### src/rtl/clock_control_pkg.sv
// Constants shared by the clock source control block
package clock_control_pkg;

    // ------------------------------------------------------------
    // Bus geometry
    // ------------------------------------------------------------
    localparam int          ADDR_W      = 10;            // Byte address width
    localparam int          DATA_W      = 32;            // Avalon data width
    localparam int          BE_W        = 4;             // Byte enable width

    // ------------------------------------------------------------
    // Register indices (byte address is four times the index)
    // ------------------------------------------------------------
    localparam logic [7:0]  IDX_CLOCK_SOURCE_SELECT  = 8'hA9;         // clock_source_select
    localparam logic [7:0]  IDX_EXTCTL  = 8'hB1;         // external_oscillator_control
    localparam logic [7:0]  IDX_INTCTL  = 8'hB2;         // internal_oscillator_control
    localparam logic [7:0]  IDX_INTCAL  = 8'hB3;         // int_osc_calibration

    // ------------------------------------------------------------
    // Reset values
    // ------------------------------------------------------------
    localparam logic [7:0]  RST_CLOCK_SOURCE_SELECT  = 8'h00;
    localparam logic [7:0]  RST_EXTCTL  = 8'h00;
    localparam logic [7:0]  RST_INTCTL  = 8'hC0;
    localparam logic [7:0]  CAL_FACTORY = 8'h80;         // Default trim value, arbitrary

    // ------------------------------------------------------------
    // Field positions
    // ------------------------------------------------------------
    localparam int          INT_EN_BIT  = 7;             // int_osc_enable
    localparam int          INT_RDY_BIT = 6;             // int_osc_ready_flag
    localparam int          SRC_SEL_BIT = 0;             // system_clock_source_sel
    localparam int          MODE_LSB    = 4;             // ext_osc_mode low bit
    localparam int          FREQ_LSB    = 0;             // ext_osc_freq_ctrl low bit

    // ------------------------------------------------------------
    // Divide select codes and external modes
    // ------------------------------------------------------------
    localparam logic [1:0]  DIV_BY_8    = 2'h0;
    localparam logic [1:0]  DIV_BY_4    = 2'h1;
    localparam logic [1:0]  DIV_BY_2    = 2'h2;
    localparam logic [1:0]  DIV_BY_1    = 2'h3;
    localparam logic [2:0]  MODE_CMOS   = 3'h2;
    localparam logic [2:0]  MODE_CMOS_2 = 3'h3;
    localparam logic [2:0]  MODE_RC     = 3'h4;
    localparam logic [2:0]  MODE_CAP    = 3'h5;

    // States of the source switcher
    typedef enum logic [1:0] {SW_RUN, SW_DRAIN, SW_ARM} switch_state_t;

endpackage : clock_control_pkg

### src/rtl/system_clock_source_control.sv
// Clock source control: oscillator control registers and system clock selection
//
// How it works
// [RL1] Every reset leaves the system clock on the internal oscillator divided by eight.
// [RL2] Divide select 00/01/10/11 divides the internal oscillator by 8/4/2/1.
// [RL3] Divide-by-eight is the reset value of the divide select field.
// [RL4] Internal control bit 7 enables the internal oscillator; it resets to 1.
// [RL5] Ready flag bit 6 is 1 only while the oscillator runs; bits 5..2 read 0.
// [RL6] Select bit 0 picks external (1) or divided internal (0); register resets to 0.
// [RL7] External oscillator ticks stay available to timers whichever source is selected.
// [RL8] Source may change while running; software selects only enabled, settled sources.
// [RL9] Internal oscillator is usable right after the write that enables it.
// [RL10] Mode field bits 6..4: off, CMOS, CMOS halved, RC, capacitor halved; 11x reserved.
// [RL11] Software sets frequency control bits 2..0 to match the external network.
// [RL12] Software skips the external clock pin in the crossbar and sets its input mode.
// [RL13] A calibration register trims the internal oscillator, loaded with a factory value.
// [RL14] Changing sources produces no runt or glitch on the system clock.
//
// Chosen here: register access over Avalon-MM.
`timescale 1ns/1ns
`default_nettype none
module system_clock_source_control #(
    parameter logic [7:0] CAL_DEFAULT = clock_control_pkg::CAL_FACTORY // Factory trim
) (
    input  wire logic                                  clk,              // 10 MHz block clock
    input  wire logic                                  rstn,             // Synchronous reset, active low
    input  wire logic [clock_control_pkg::ADDR_W-1:0]  address,          // Avalon byte address
    input  wire logic                                  read,             // Avalon read
    input  wire logic                                  write,            // Avalon write
    input  wire logic [clock_control_pkg::DATA_W-1:0]  writedata,        // Avalon write data
    input  wire logic [clock_control_pkg::BE_W-1:0]    byteenable,       // Avalon byte enables
    output logic      [clock_control_pkg::DATA_W-1:0]  readdata,         // Avalon read data
    output logic                                       waitrequest,      // Avalon wait request
    input  wire logic                                  intOscTick,       // Internal oscillator edge
    input  wire logic                                  extOscTick,       // Edge seen on ext_clock_pin
    output logic                                       sysClkTick,       // system_clock edge
    output logic                                       sysClkIsExt,      // Source now in use
    output logic                                       extClkTick,       // External clock to timers
    output logic                                       intOscEnable,     // Internal oscillator run
    output logic      [7:0]                            intOscCalibration,// Trim to the oscillator
    output logic      [2:0]                            extOscMode,       // Drive circuit mode
    output logic      [2:0]                            extOscFreqCtrl,   // Drive circuit range
    output logic                                       extPinAnalog      // Pin wants analog input
);
    import clock_control_pkg::*;

    // ------------------------------------------------------------
    // Register state
    // ------------------------------------------------------------
    logic       intOscEnable_r;                  // int_osc_enable
    logic [1:0] intOscDivideSel_r;               // int_osc_divide_sel
    logic       sysclkSourceSel_r;               // system_clock_source_sel
    logic [2:0] extOscMode_r;                    // ext_osc_mode
    logic [2:0] extOscFreqCtrl_r;                // ext_osc_freq_ctrl
    logic [7:0] intOscCalibration_r;             // int_osc_calibration
    logic       intOscReady_r;                   // int_osc_ready_flag

    // Bus handshake state
    logic                waitrequest_r;
    logic [DATA_W-1:0]   readdata_r;
    logic [DATA_W-1:0]   readdata_nxt;

    // Decoded bus signals
    logic       wordAligned;
    logic [7:0] regIndex;
    logic       upperZero;
    logic       wrAccept;
    logic       wrLow;
    logic       hitClkSel;
    logic       hitExtCtl;
    logic       hitIntCtl;
    logic       hitIntCal;

    // Clock path signals
    logic [2:0] intDivCount_r;
    logic [2:0] intDivMax;
    logic       intDivTick_r;
    logic       extHalfPhase_r;
    logic       extRunning;
    logic       extHalved;
    logic       extTick_r;
    logic       sysTick;
    logic       usingExt;

    // ------------------------------------------------------------
    // Address decode
    // ------------------------------------------------------------

    // Byte address is four times the register index
    // Misaligned addresses hit nothing
    assign wordAligned = (address[1:0] == 2'h0);
    assign regIndex    = address[9:2];
    assign upperZero   = wordAligned;
    assign hitClkSel   = upperZero && (regIndex == IDX_CLOCK_SOURCE_SELECT);
    assign hitExtCtl   = upperZero && (regIndex == IDX_EXTCTL);
    assign hitIntCtl   = upperZero && (regIndex == IDX_INTCTL);
    assign hitIntCal   = upperZero && (regIndex == IDX_INTCAL);

    // A write lands on the edge where waitrequest is seen low
    assign wrAccept = write && !waitrequest_r;
    assign wrLow    = wrAccept && byteenable[0];

    // ------------------------------------------------------------
    // Avalon handshake: one wait cycle, then answer
    // ------------------------------------------------------------
    always_ff @(posedge clk) begin
        if (!rstn) begin
            waitrequest_r <= 1'b1;
        end else if ((read || write) && waitrequest_r) begin
            waitrequest_r <= 1'b0;
        end else begin
            waitrequest_r <= 1'b1;
        end
    end

    // Read data image; unmapped and misaligned addresses read zero
    // Bits 31..8 read zero
    always_comb begin
        readdata_nxt = '0;
        if (hitClkSel) begin
            readdata_nxt[SRC_SEL_BIT] = sysclkSourceSel_r;          // RL6
        end else if (hitExtCtl) begin
            readdata_nxt[MODE_LSB +: 3] = extOscMode_r;             // RL10
            readdata_nxt[FREQ_LSB +: 3] = extOscFreqCtrl_r;
        end else if (hitIntCtl) begin
            readdata_nxt[INT_EN_BIT]  = intOscEnable_r;             // RL4
            readdata_nxt[INT_RDY_BIT] = intOscReady_r;              // RL5
            readdata_nxt[1:0]         = intOscDivideSel_r;
        end else if (hitIntCal) begin
            readdata_nxt[7:0] = intOscCalibration_r;                // RL13
        end
    end

    // Read data stand from the answering edge until the next read
    // Loaded as the request is seen
    always_ff @(posedge clk) begin
        if (!rstn) begin
            readdata_r <= '0;
        end else if (read && waitrequest_r) begin
            readdata_r <= readdata_nxt;
        end
    end

    // ------------------------------------------------------------
    // Internal oscillator control register
    // ------------------------------------------------------------

    // Enable and divide select; reset gives enabled, divide by eight
    // Bits 5..2 are not stored
    always_ff @(posedge clk) begin
        if (!rstn) begin
            intOscEnable_r    <= RST_INTCTL[INT_EN_BIT];            // RL4
            intOscDivideSel_r <= RST_INTCTL[1:0];                   // RL3
        end else if (wrLow && hitIntCtl) begin
            intOscEnable_r    <= writedata[INT_EN_BIT];             // RL4
            intOscDivideSel_r <= writedata[1:0];                    // RL2
        end
    end

    // Calibration trim, reloaded with the factory value on reset
    // A new trim clears ready unless an oscillator edge comes in the same cycle
    always_ff @(posedge clk) begin
        if (!rstn) begin
            intOscCalibration_r <= CAL_DEFAULT;                     // RL13
        end else if (wrLow && hitIntCal) begin
            intOscCalibration_r <= writedata[7:0];                  // RL13
        end
    end

    // Ready: enabled and an edge seen at the current trim
    // A tick beats a trim write
    always_ff @(posedge clk) begin
        if (!rstn) begin
            intOscReady_r <= 1'b0;
        end else if (!intOscEnable_r) begin
            intOscReady_r <= 1'b0;                                  // RL5
        end else if (intOscTick) begin
            intOscReady_r <= 1'b1;                                  // RL5
        end else if (wrLow && hitIntCal) begin
            intOscReady_r <= 1'b0;                                  // RL5
        end
    end

    // ------------------------------------------------------------
    // Clock select and external oscillator control registers
    // ------------------------------------------------------------

    // Source select; reserved bits are not stored
    // Select only a running source
    always_ff @(posedge clk) begin
        if (!rstn) begin
            sysclkSourceSel_r <= RST_CLOCK_SOURCE_SELECT[SRC_SEL_BIT];           // RL6
        end else if (wrLow && hitClkSel) begin
            sysclkSourceSel_r <= writedata[SRC_SEL_BIT];            // RL8
        end
    end

    // External mode and frequency range; bits 7 and 3 read zero
    always_ff @(posedge clk) begin
        if (!rstn) begin
            extOscMode_r     <= RST_EXTCTL[MODE_LSB +: 3];
            extOscFreqCtrl_r <= RST_EXTCTL[FREQ_LSB +: 3];
        end else if (wrLow && hitExtCtl) begin
            extOscMode_r     <= writedata[MODE_LSB +: 3];           // RL10
            extOscFreqCtrl_r <= writedata[FREQ_LSB +: 3];           // RL11
        end
    end

    // ------------------------------------------------------------
    // Internal oscillator post-divider
    // ------------------------------------------------------------

    // Terminal count for the selected ratio
    // Count runs zero to this value
    always_comb begin
        unique case (intOscDivideSel_r)
            DIV_BY_8: intDivMax = 3'h7;                             // RL2
            DIV_BY_4: intDivMax = 3'h3;                             // RL2
            DIV_BY_2: intDivMax = 3'h1;                             // RL2
            DIV_BY_1: intDivMax = 3'h0;                             // RL2
        endcase
    end

    // Count oscillator edges; a stopped oscillator gives no ticks
    // Not cleared on a ratio change, so the
    // first new period may be short
    always_ff @(posedge clk) begin
        if (!rstn) begin
            intDivCount_r <= 3'h0;
            intDivTick_r  <= 1'b0;
        end else if (intOscEnable_r && intOscTick) begin
            if (intDivCount_r >= intDivMax) begin
                intDivCount_r <= 3'h0;                              // RL2
                intDivTick_r  <= 1'b1;
            end else begin
                intDivCount_r <= intDivCount_r + 3'h1;
                intDivTick_r  <= 1'b0;
            end
        end else begin
            intDivTick_r <= 1'b0;                                   // RL9
        end
    end

    // ------------------------------------------------------------
    // External oscillator path
    // ------------------------------------------------------------

    // Off for 00x and reserved 11x; halved for 011 and 101
    // Reserved modes behave as off
    assign extRunning = (extOscMode_r == MODE_CMOS) || (extOscMode_r == MODE_CMOS_2)
                     || (extOscMode_r == MODE_RC)   || (extOscMode_r == MODE_CAP);
    assign extHalved  = (extOscMode_r == MODE_CMOS_2) || (extOscMode_r == MODE_CAP);

    // Tick generation with the optional divide-by-two stage
    always_ff @(posedge clk) begin
        if (!rstn) begin
            extHalfPhase_r <= 1'b0;
            extTick_r      <= 1'b0;
        end else if (extRunning && extOscTick) begin
            extHalfPhase_r <= extHalved ? !extHalfPhase_r : 1'b0;   // RL10
            extTick_r      <= extHalved ? extHalfPhase_r : 1'b1;    // RL10
        end else begin
            extHalfPhase_r <= extRunning ? extHalfPhase_r : 1'b0;
            extTick_r      <= 1'b0;
        end
    end

    // ------------------------------------------------------------
    // System clock source switch
    // ------------------------------------------------------------
    // A dead new source stalls the change
    clock_source_switch u_switch (
        .clk        (clk),
        .rstn       (rstn),
        .intTick    (intDivTick_r),
        .extTick    (extTick_r),
        .selExt     (sysclkSourceSel_r),                            // RL6
        .sysTick_r  (sysTick),
        .usingExt_r (usingExt)
    );

    // ------------------------------------------------------------
    // Registered outputs
    // ------------------------------------------------------------

    // Clock ticks: system clock and the timer feed from the external side
    // Timers see ticks whatever the select
    always_ff @(posedge clk) begin
        if (!rstn) begin
            sysClkTick  <= 1'b0;
            sysClkIsExt <= 1'b0;                                    // RL1
            extClkTick  <= 1'b0;
        end else begin
            sysClkTick  <= sysTick;                                 // RL14
            sysClkIsExt <= usingExt;
            extClkTick  <= extTick_r;                               // RL7
        end
    end

    // Control levels towards the analog oscillators
    // One cycle behind the fields
    always_ff @(posedge clk) begin
        if (!rstn) begin
            intOscEnable      <= RST_INTCTL[INT_EN_BIT];
            intOscCalibration <= CAL_DEFAULT;
            extOscMode        <= RST_EXTCTL[MODE_LSB +: 3];
            extOscFreqCtrl    <= RST_EXTCTL[FREQ_LSB +: 3];
            extPinAnalog      <= 1'b0;
        end else begin
            intOscEnable      <= intOscEnable_r;                    // RL4
            intOscCalibration <= intOscCalibration_r;               // RL13
            extOscMode        <= extOscMode_r;
            extOscFreqCtrl    <= extOscFreqCtrl_r;                  // RL11
            extPinAnalog      <= (extOscMode_r == MODE_RC) || (extOscMode_r == MODE_CAP); // RL12
        end
    end

    // Bus outputs straight from their flip-flops
    assign readdata    = readdata_r;
    assign waitrequest = waitrequest_r;

endmodule : system_clock_source_control
`default_nettype wire

### src/rtl/clock_source_switch.sv
// Glitch-free changeover between two clock tick sources
`timescale 1ns/1ns
`default_nettype none
module clock_source_switch (
    input  wire logic clk,                   // Block clock
    input  wire logic rstn,                  // Synchronous reset, active low
    input  wire logic intTick,               // Divided internal source tick
    input  wire logic extTick,               // External source tick
    input  wire logic selExt,                // Requested source, 1 = external
    output logic      sysTick_r,             // system_clock tick
    output logic      usingExt_r             // Source now in use
);
    import clock_control_pkg::*;

    switch_state_t state_r;
    logic          oldTick;
    logic          newTick;

    // Tick of the source in use and of the one being requested
    assign oldTick = usingExt_r ? extTick : intTick;
    assign newTick = usingExt_r ? intTick : extTick;

    // ------------------------------------------------------------
    // Changeover sequence: finish old period, wait first new edge
    // ------------------------------------------------------------
    always_ff @(posedge clk) begin
        if (!rstn) begin
            state_r    <= SW_RUN;
            usingExt_r <= 1'b0;                  // RL1
        end else begin
            unique case (state_r)
                SW_RUN: begin
                    if (selExt != usingExt_r) begin
                        state_r <= SW_DRAIN;     // RL8
                    end
                end
                SW_DRAIN: begin
                    if (selExt == usingExt_r) begin
                        state_r <= SW_RUN;
                    end else if (oldTick) begin
                        state_r <= SW_ARM;       // RL14
                    end
                end
                SW_ARM: begin
                    if (selExt == usingExt_r) begin
                        state_r <= SW_RUN;
                    end else if (newTick) begin
                        usingExt_r <= selExt;    // RL14
                        state_r    <= SW_RUN;
                    end
                end
            endcase
        end
    end

    // Output ticks never come from a half-finished period
    always_ff @(posedge clk) begin
        if (!rstn) begin
            sysTick_r <= 1'b0;
        end else begin
            unique case (state_r)
                SW_RUN:   sysTick_r <= oldTick;
                SW_DRAIN: sysTick_r <= oldTick;
                SW_ARM:   sysTick_r <= (newTick && selExt != usingExt_r) ? 1'b1 : 1'b0; // RL14
            endcase
        end
    end

endmodule : clock_source_switch
`default_nettype wire

### config.mk
export PLATFORM = sky130hd
export DESIGN_NAME = system_clock_source_control
export DESIGN_NICKNAME = d
export VERILOG_FILES = /design/src/rtl/clock_control_pkg.sv /design/src/rtl/system_clock_source_control.sv /design/src/rtl/clock_source_switch.sv
export SDC_FILE = /design/constraint.sdc
export NUM_CORES = 1
export LEC_CHECK = 0
export ABC_AREA = 1
export BUFFER_PORTS_ARGS = -buffer_cell sky130_fd_sc_hd__buf_2
export CORE_ASPECT_RATIO = 0.75
export CORE_UTILIZATION = 45
export CTS_CLUSTER_DIAMETER = 120
export CTS_CLUSTER_SIZE = 25
export DETAILED_ROUTE_END_ITERATION = 10
export GPL_ROUTABILITY_DRIVEN = 0
export PLACE_DENSITY = 0.79
export SYNTH_ARGS = -nofsm -noshare
export SYNTH_HDL_FRONTEND = slang
export SYNTH_SLANG_ARGS = --single-unit
### constraint.sdc
create_clock -name clk -period 1.92 [get_ports clk]
set_clock_uncertainty 0.05 [all_clocks]
set_input_delay 0.096 -clock clk [delete_from_list [all_inputs] [get_ports clk]]
set_output_delay 0.096 -clock clk [all_outputs]
set_load 0.05 [all_outputs]
* Word-level counts from Yosys, hierarchy flattened
Cells that the tools add are included.
Storage, ports and cells: flip-flop bits (word level) 57, word-level logic and storage cells 109, output and inout bits 52
Operators by class: mux-type cells 30, eq/ne operators 19, reductions and logical operators 33, add/subtract/negate cells 1, bitwise logic cells 1, order comparisons 1
Operators with widths (number):
- equality test 8 bit, second input constant | 4
- logical AND 1 bit | 15
- 2-to-1 mux 1 bit | 14
- 2-to-1 mux 2 bit | 7
- case mux 3 bit (4 select lines) | 1
- 2-to-1 mux 3 bit | 3
- 2-to-1 mux 8 bit | 1
- 2-to-1 mux 7 bit | 1
- equality test 2 bit, second input constant | 3
- equality test 3 x 2 -> 1 bit, second input constant | 2
- equality test 3 bit, second input constant | 2
- zero test 2 bit | 3
- logical OR 1 bit | 6
- != test 3 x 1 -> 1 bit, second input constant | 2
- case mux 2 bit (3 select lines) | 1
- AND reduction 2 bit | 3
- AND reduction 3 bit | 2
- equality test 2 x 1 -> 1 bit, second input constant | 2
- 2-to-1 mux 4 bit | 1
- != test 2 x 1 -> 1 bit, second input constant | 2
- adder 3 x 1 -> 3 bit, second input constant | 1
- greater-or-equal comparator 3 bit | 1
- zero test 1 bit | 2
- case mux 1 bit (2 select lines) | 1
- other kinds (5) | 5

* Depth between registers and ports, before layout
Gate-level depths: netlist (run 1).
depth in word-level cells 6, mapped depth 8, gate-level depth less buffers 8

* Cells and area by module
From an unflattened synthesis (run 1), not the netlist that was laid out.
Unflattened totals: cell total of the unflattened synthesis 349, area, all modules 2595.0 µm²
Modules (own cells, without submodules):
- system_clock_source_control | instances 1, area an instance 2307.2 µm², sequential area each 1061.0 µm², cells an instance 308
- clock_source_switch | instances 1, area an instance 287.8 µm², sequential area each 80.1 µm², cells an instance 41

* Least setup slack after synthesis (run 1)
No wires, ideal clock.
path type register to register, start point register waitrequest_r, in the netlist waitrequest, end point register readdata_r[7], in the netlist readdata[7], library setup time 0.070 ns, data required time 1.800 ns, buffers on the path 0, data arrival time 1.398 ns, slack 0.401 ns, period minus slack after synthesis 1.519 ns, cell stages (with the launch flop) 7, path through dfxtp_1 > nand2_1 > inv_1 > nand2_1 > inv_1 > nand3_1 > a21oi_1
Between the ends: word-level cells in the longest chain between the ends 1
RTL lines:
- from (decl) | line system_clock_source_control.sv:59 | logic waitrequest_r;
- from (signal assigned) | line system_clock_source_control.sv:108 | waitrequest_r <= 1'b1;
- from (signal assigned) | line system_clock_source_control.sv:110 | waitrequest_r <= 1'b0;
- from (signal assigned) | line system_clock_source_control.sv:112 | waitrequest_r <= 1'b1;
- logical AND 1 bit | line system_clock_source_control.sv:139 | end else if (read && waitrequest_r) begin
- to (signal assigned) | line system_clock_source_control.sv:140 | readdata_r <= readdata_nxt;
- to (decl) | line system_clock_source_control.sv:60 | logic [DATA_W-1:0] readdata_r;
No other way between the ends. A chain may end at the register's enable or synchronous reset.

* Final worst setup path (run 1)
start point register intOscDivideSel_r[1], end point register intDivCount_r[1]
Between the ends: word-level cells in the longest chain between the ends 4, elaborated cells between the ends (all ways) 7, those cells by class 1 x order compare; 3 x eq/ne; 2 x mux; 1 x reduce/logical
RTL lines:
- from (decl) | line system_clock_source_control.sv:51 | logic [1:0] intOscDivideSel_r;
- from (signal assigned) | line system_clock_source_control.sv:153 | intOscDivideSel_r <= RST_INTCTL[1:0];
- from (signal assigned) | line system_clock_source_control.sv:156 | intOscDivideSel_r <= writedata[1:0];
- equality test 2 bit, or another cell as far along | line system_clock_source_control.sv:216 | unique case (intOscDivideSel_r)
- case mux 3 bit (4 select lines) * | line system_clock_source_control.sv:216
- greater-or-equal comparator 3 bit * | line system_clock_source_control.sv:232 | if (intDivCount_r >= intDivMax) begin
- 2-to-1 mux 3 bit * | line system_clock_source_control.sv:232
- to (signal assigned) | line system_clock_source_control.sv:236 | intDivCount_r <= intDivCount_r + 3'h1;
- to (decl) | line system_clock_source_control.sv:75 | logic [2:0] intDivCount_r;
Mark *: on every way between the ends. The rest lies on a longest branch, timed or not.

==> metrics.cfg, run 1 <==
[timing]
whs_ps=30.3
grt_setup_unrepaired=no
slew_violations=0
final_hold_viol_count=0
setup_viol=0
fin_crit_sh_pct=82.2
setup-tns-final_ps=0
min_period_ps=1580
fmax_mhz=634

[cts]
insertion_delay_ps=340
numCtsBuffers=9
cts_tree=yes
htreeDepth=3
clock-root-buffer=clkbuf_8
cts_sinks=57
clk_path_buf_depth=2
hold_buffers=10
cts_setup_buffers=0
cts_resized=0
clk_pin_slew_ps=70

[power]
p_leak_nw=1.65
peakVddDrop_uv=430
pwr_density_cell_mw_per_mm2=825

[synthesis]
yosys.area.top_type_share_pct=43.1
synth_area_leader_cell=dfxtp_1
yosys_warnings=0
synth_cells=347
synth_flop_cell=dfxtp_1
yosys.cell_types.count=33
synth_seq_area_share_pct=43.1
synth_seq_cells=57
synth-edff-count=0
async_flop_share_pct=0
synth_area_mm2=0.00265
yosys-top-cells-area=dfxtp_1 (43%), nand2_1 (9.2%), inv_1 (7.7%), buf_4 (6.8%), nor2_1 (4.4%)
syn_area_per_cell_um2=7.63

[global_routing]
track_usage_pct=20.4
antenna_found_initial=0
grt_pass1_wl_um=9490
grt_max_degree=31
grt_pass1_vias=2050
grt_overflow_total=0

[critical_path]
path_max_fanout=4
critPathArrivalTime_ps=1790
cp-start-kind=flop
cp_data_required_time_ps=2130
path_class=reg2reg
critPathCaptureType=flop

[drt]
vias=2327
drt_iter0_drc=168
via_per_inst=4.74
routed_wl_um=5660
dr.pass1.iters=4
drc_errors=0
ant_nets=0
wire_per_inst_um=11.5

[floorplan]
die-width_um=90.6
die_area_mm2=0.00619
die_h_um=68.4
rows=23
initial_core_util_pct=48.1
io_pins=104
core-area_mm2=0.00550

[run]
maxCapViolations=0

[placed_design]
place_area_mm2=0.00287
dp_hpwl_um=4070
port_buffers=52

[finish]
antenna-diode-count=0
syn_to_final_growth_pct=20.0
nets=470
design_area_mm2=0.00317
layout-drive-gt1-share_pct=20.4

[status]
status=finished clean

[worst_hold_path]
hp-class=in2reg

## path summary, 6_finish.rpt
kind	startpoint	end	slack, ps	cells past startpoint
worst min-delay path	writedata[0]	intOscDivideSel_r[0]	30	3
worst min register to register	u_switch.sysTick_r	sysClkTick	370	2
worst max register to register	intOscDivideSel_r[1]	intDivCount_r[1]	340	8
worst max-delay path	intOscDivideSel_r[1]	intDivCount_r[1]	340	8
## flip-flops by register name, indices dropped and copies added, names as in the netlist, 2 cells and up
signal               flops
extOscMode               3
intOscCalibration        8
extOscFreqCtrl_r         3
intOscDivideSel_r        2
intOscCalibration_r      8
u_switch.state_r         2
extOscFreqCtrl           3
intDivCount_r            3
extOscMode_r             3
readdata                 8
## synth_stat cells, types with 3 or more instances
cell      count
a21oi_1      20
buf_4        24
clkbuf_1      7
dfxtp_1      57
ha_1          7
inv_1        54
nand2_1      65
nand2_4       3
nand3_1      21
nand4_1       7
nor2_1       31
nor2_4        3
nor3_1        5
o211ai_1      4
o21ai_0      18
## logic make-up (layout without fill, tap and decap cells)
kind of cell | Yosys count | in the layout | share of synthesized area, %
flip-flops | 57 | 57 | 43.1
other | 1 | 24 | 0.142
adder cells (fa/ha/maj) | 7 | 7 | 3.31
AND/OR/NAND/NOR | 142 | 142 | 25.2
AO/OA/AOI/OAI | 49 | 49 | 10.7
XOR/XNOR | 3 | 3 | 1.28
buffers and inverters | 88 | 134 | 16.2
## critical path, cell delays in order (launching register included)
cell      delay (ps)
dfxtp_1          350
inv_1             80
nand2_1           60
ha_1             310
a21oi_1          190
o211ai_1         140
nand2_1           80
nand2_1           90
nor3_1           170
## report_power, final
part           total (W)  internal, W  switching (W)
clock network    0.00113     0.000606       0.000524
registers        0.00120      0.00119     0.00000826
logic           0.000286    0.0000662       0.000220
## through the flow
stage	utilization, %	setup slack (ps)	instances	power, W
after floorplan	-	401	370	0.00147
after global placement	52.2	487	465	0.00149
after detailed placement	52.2	394	465	0.00150
after CTS	57.8	384	491	0.00265
after global routing	57.8	206	491	0.00273
final	57.8	342	491	0.00262
## placed cells by master, fill, tap and decap left out
master,n
nand2_1,65
dfxtp_1,57
inv_1,54
buf_2,52
nor2_1,31
conb_1,24
nand3_1,21
a21oi_1,20
o21ai_0,18
dlygate4sd3_1,10
clkbuf_8,9
nand4_1,7
ha_1,7
nor3_1,5
o211ai_1,4
nor2_4,3
nand2_4,3
clkinvlp_4,3
nand3_2,2
a211oi_1,2
xor2_1,2
clkinv_4,2
or2_2,1
o21a_1,1
xor2_2,1
nor3_2,1
inv_2,1
nor2_2,1
nor3_4,1
nand2b_1,1
o211ai_2,1
a21oi_2,1
o2111a_1,1
o2111ai_1,1
inv_6,1
bufinv_16,1
buf_4,1
## layer usage
layer	GRT usage (%)	wire length (um)	vias to the layer above
met5	0	0	-
met4	6.25	57	0
met3	8.22	462	5
met2	33.0	2470	102
met1	25.3	2670	1038
li1	-	-	1182
## cell type report
type | count | area [um2]
Sequential cell | 57 | 1140
Clock inverter | 7 | 78.8
Multi-Input combinational cell | 225 | 1160
Timing Repair Buffer | 63 | 368
Tap cell | 75 | 93.8
Inverter | 55 | 206
Clock buffer | 9 | 124
Fill cell | 520 | 2320
Note: power is estimated with default switching activity, not from simulation.
==> inputs of run 2 (changes only) <==
Clock period 1.92 ns to 1.5 ns, I/O delays scaled along.
==> run 2 against run 1 <==
Effect of this change:
- largest cell class unchanged
- critical path depth unchanged
- critical endpoint unchanged
- flip-flop and latch count did not move
- setup slack got worse by 290 ps
- highest routed layer unchanged
- sequential power is 28% higher
- combinational power increased by 31%
- non-clock buffer count is 6 higher
- register-to-register slack worse by 290 ps
- worst hold slack worse by 7.1 ps
==> metrics.cfg, run 2 (synthesis gave the netlist of run 1 again) <==
[status]
status=finished clean  ; unchanged

[worst_hold_path]
min_to=extOscMode_r[1]  ; was intOscDivideSel_r[0]
hold_depth=3  ; unchanged
hp-start=writedata[5]  ; was writedata[0]
hp-class=in2reg  ; unchanged

[critical_path]
critPathArrivalTime_ps=1620  ; was 1790 ps
critPathCaptureType=flop  ; unchanged
worstPathCellList=inv_1, nand2_2, ha_4, nand2_1, o211ai_1, nand2_1, nand2_2, nor3_2  ; was inv_1, nand2_1, ha_1, a21oi_1, o211ai_1, nand2_1, nand2_1, nor3_1
path_class=reg2reg  ; unchanged
crit_family=simple AND/OR/NAND/NOR gates  ; unchanged
reg2regPathDepth=8  ; unchanged
r2r_slack_ps=60  ; was 340 ps
timing.rr.start=intOscDivideSel_r[0]  ; was intOscDivideSel_r[1]
cp-start-kind=flop  ; unchanged
worst-path-buf-inv=1  ; unchanged
reg2reg_to=intDivCount_r[1]  ; unchanged
crit_slowest_cell=dfxtp_1  ; unchanged
path_max_fanout=3  ; was 4
cp_data_required_time_ps=1680  ; was 2130 ps
slowest_delay_ps=330  ; was 350 ps

[timing]
final_hold_viol_count=0  ; unchanged
setup-tns-final_ps=0  ; unchanged
fmax_mhz=693  ; was 634 MHz
slew_violations=0  ; unchanged
setup_viol=0  ; unchanged
fin_crit_sh_pct=96.2  ; was 82.2%
min_period_ps=1440  ; was 1580 ps

[drt]
drc_errors=0  ; unchanged
ant_nets=0  ; unchanged
drt_iter0_drc=107  ; was 168
dr.pass1.iters=5  ; was 4
vias=2304  ; was 2327
routed_wl_um=5550  ; was 5660 um
wire_per_inst_um=11.2  ; was 11.5 um
via_per_inst=4.64  ; was 4.74

[finish]
fill_cells=525  ; was 520
final_cell_mix=nand2_1 (63), dfxtp_1 (56), inv_1 (54)  ; was nand2_1 (65), dfxtp_1 (57), inv_1 (54)
syn_to_final_growth_pct=22.6  ; was 20.0%
layout_commonest_cell=nand2_1  ; unchanged
antenna-diode-count=0  ; unchanged
regArea_mm2=0.00114  ; about the same
nets=476  ; was 470
design_area_mm2=0.00324  ; was 0.00317 mm2
multi_input_area_mm2=0.00119  ; was 0.00116 mm2
layout-drive-gt1-share_pct=22.5  ; was 20.4%

[cts]
clock-root-buffer=clkbuf_8  ; unchanged
clk_path_buf_depth=2  ; unchanged
numCtsBuffers=9  ; unchanged
cts_tree=yes  ; unchanged
cts_sinks=57  ; unchanged
htreeDepth=3  ; unchanged
insertion_delay_ps=340  ; about the same
clk_pin_slew_ps=60  ; was 70 ps

[floorplan]
io_pins=104  ; unchanged
core-area_mm2=0.00550  ; unchanged
initial_core_util_pct=48.1  ; unchanged
die_area_mm2=0.00619  ; unchanged
die_h_um=68.4  ; unchanged
rows=23  ; unchanged
die-width_um=90.6  ; unchanged

[placed_design]
port_buffers=52  ; unchanged
place_area_mm2=0.00290  ; was 0.00287 mm2
dp_hpwl_um=4090  ; was 4070 um

[global_routing]
antenna_found_initial=0  ; unchanged
grt_overflow_total=0  ; unchanged
grt_pass1_wl_um=9010  ; was 9490 um
grt_pass1_vias=1938  ; was 2050
track_usage_pct=19.4  ; was 20.4%
grt_max_degree=24  ; was 31

[power]
peakVddDrop_uv=657  ; was 430 uV
pwr_density_cell_mw_per_mm2=1020  ; was 825 mW/mm2
p_leak_nw=1.68  ; was 1.65 nW
power_w=0.00332  ; was 0.00262 W

[run]
maxCapViolations=0  ; unchanged

run 2: cell count changes in the layout (fill, tap and decap cells not counted), moves of 2 or more:
| cell | change |
|---|---|
| clkinv_2 | +2 |
| clkinv_4 | -2 |
| nand2_2 | +2 |
| nand2_1 | -2 |
| buf_4 | +5 |
run 2: stage by stage:
step | util (%) | setup WS [ps] | hold WS, ps | std cells
final | 59.0 | 56.6 | 23.2 | 497
after detailed placement | 52.7 | 54.1 | 242 | 468
after global routing | 59.0 | -32.3 | 21.9 | 497
after global placement | 52.7 | 108 | 235 | 468
after floorplan | - | 156 | 133 | 370
after CTS | 58.3 | 40.8 | 12.6 | 495
run 2: where the power goes:
part	internal, W	switching, W
combinational	0.0000919	0.000283
sequential	0.00153	0.0000116
clock	0.000805	0.000594
run 2: how the worst max path moves through the flow:
stage                     endpoint  depth (start not counted)  slack (ps)            startpoint
2_1_floorplan  extOscFreqCtrl_r[0]                          6         160           waitrequest
3_3_place_gp      intDivCount_r[1]                          8         110  intOscDivideSel_r[1]
3_5_place_dp      intDivCount_r[1]                          8          50  intOscDivideSel_r[1]
4_1_cts           intDivCount_r[1]                          8          40  intOscDivideSel_r[1]
5_1_grt           intDivCount_r[2]                          8         -30  intOscDivideSel_r[1]
6_report          intDivCount_r[1]                          8          60  intOscDivideSel_r[0]
run 2: layout make-up:
cell class / count / share of cell area [%]
Timing Repair Buffer: 69 / 12.8
Inverter: 55 / 6.37
Tap cell: 75 / 2.89
Multi-Input combinational cell: 225 / 36.7
Clock inverter: 5 / 1.70
Sequential cell: 57 / 35.2
Clock buffer: 11 / 4.36
run 2: layer usage:
metal  vias to the layer above  part of all wire [%]  wire length [um]  GRT usage (%)
li1                       1191                     -                 -              -
met1                      1019                    49              2700           25.3
met2                        90                    42              2340           29.4
met3                         4                   8.3               463           7.56
met4                         0                  0.79                44           7.26
met5                         -                     0                 0              0
run 2: tightest hold or removal path, cell delays in order:
cell     delay, ps
buf_2          100
o21ai_0         80
nor2_1         110
run 2: what timing repair did:
action,CTS,global route
hold buffers,11,0
setup buffers,0,2
hold endpoints to repair,17,0
setup endpoints to repair,0,11
resized for setup,0,6
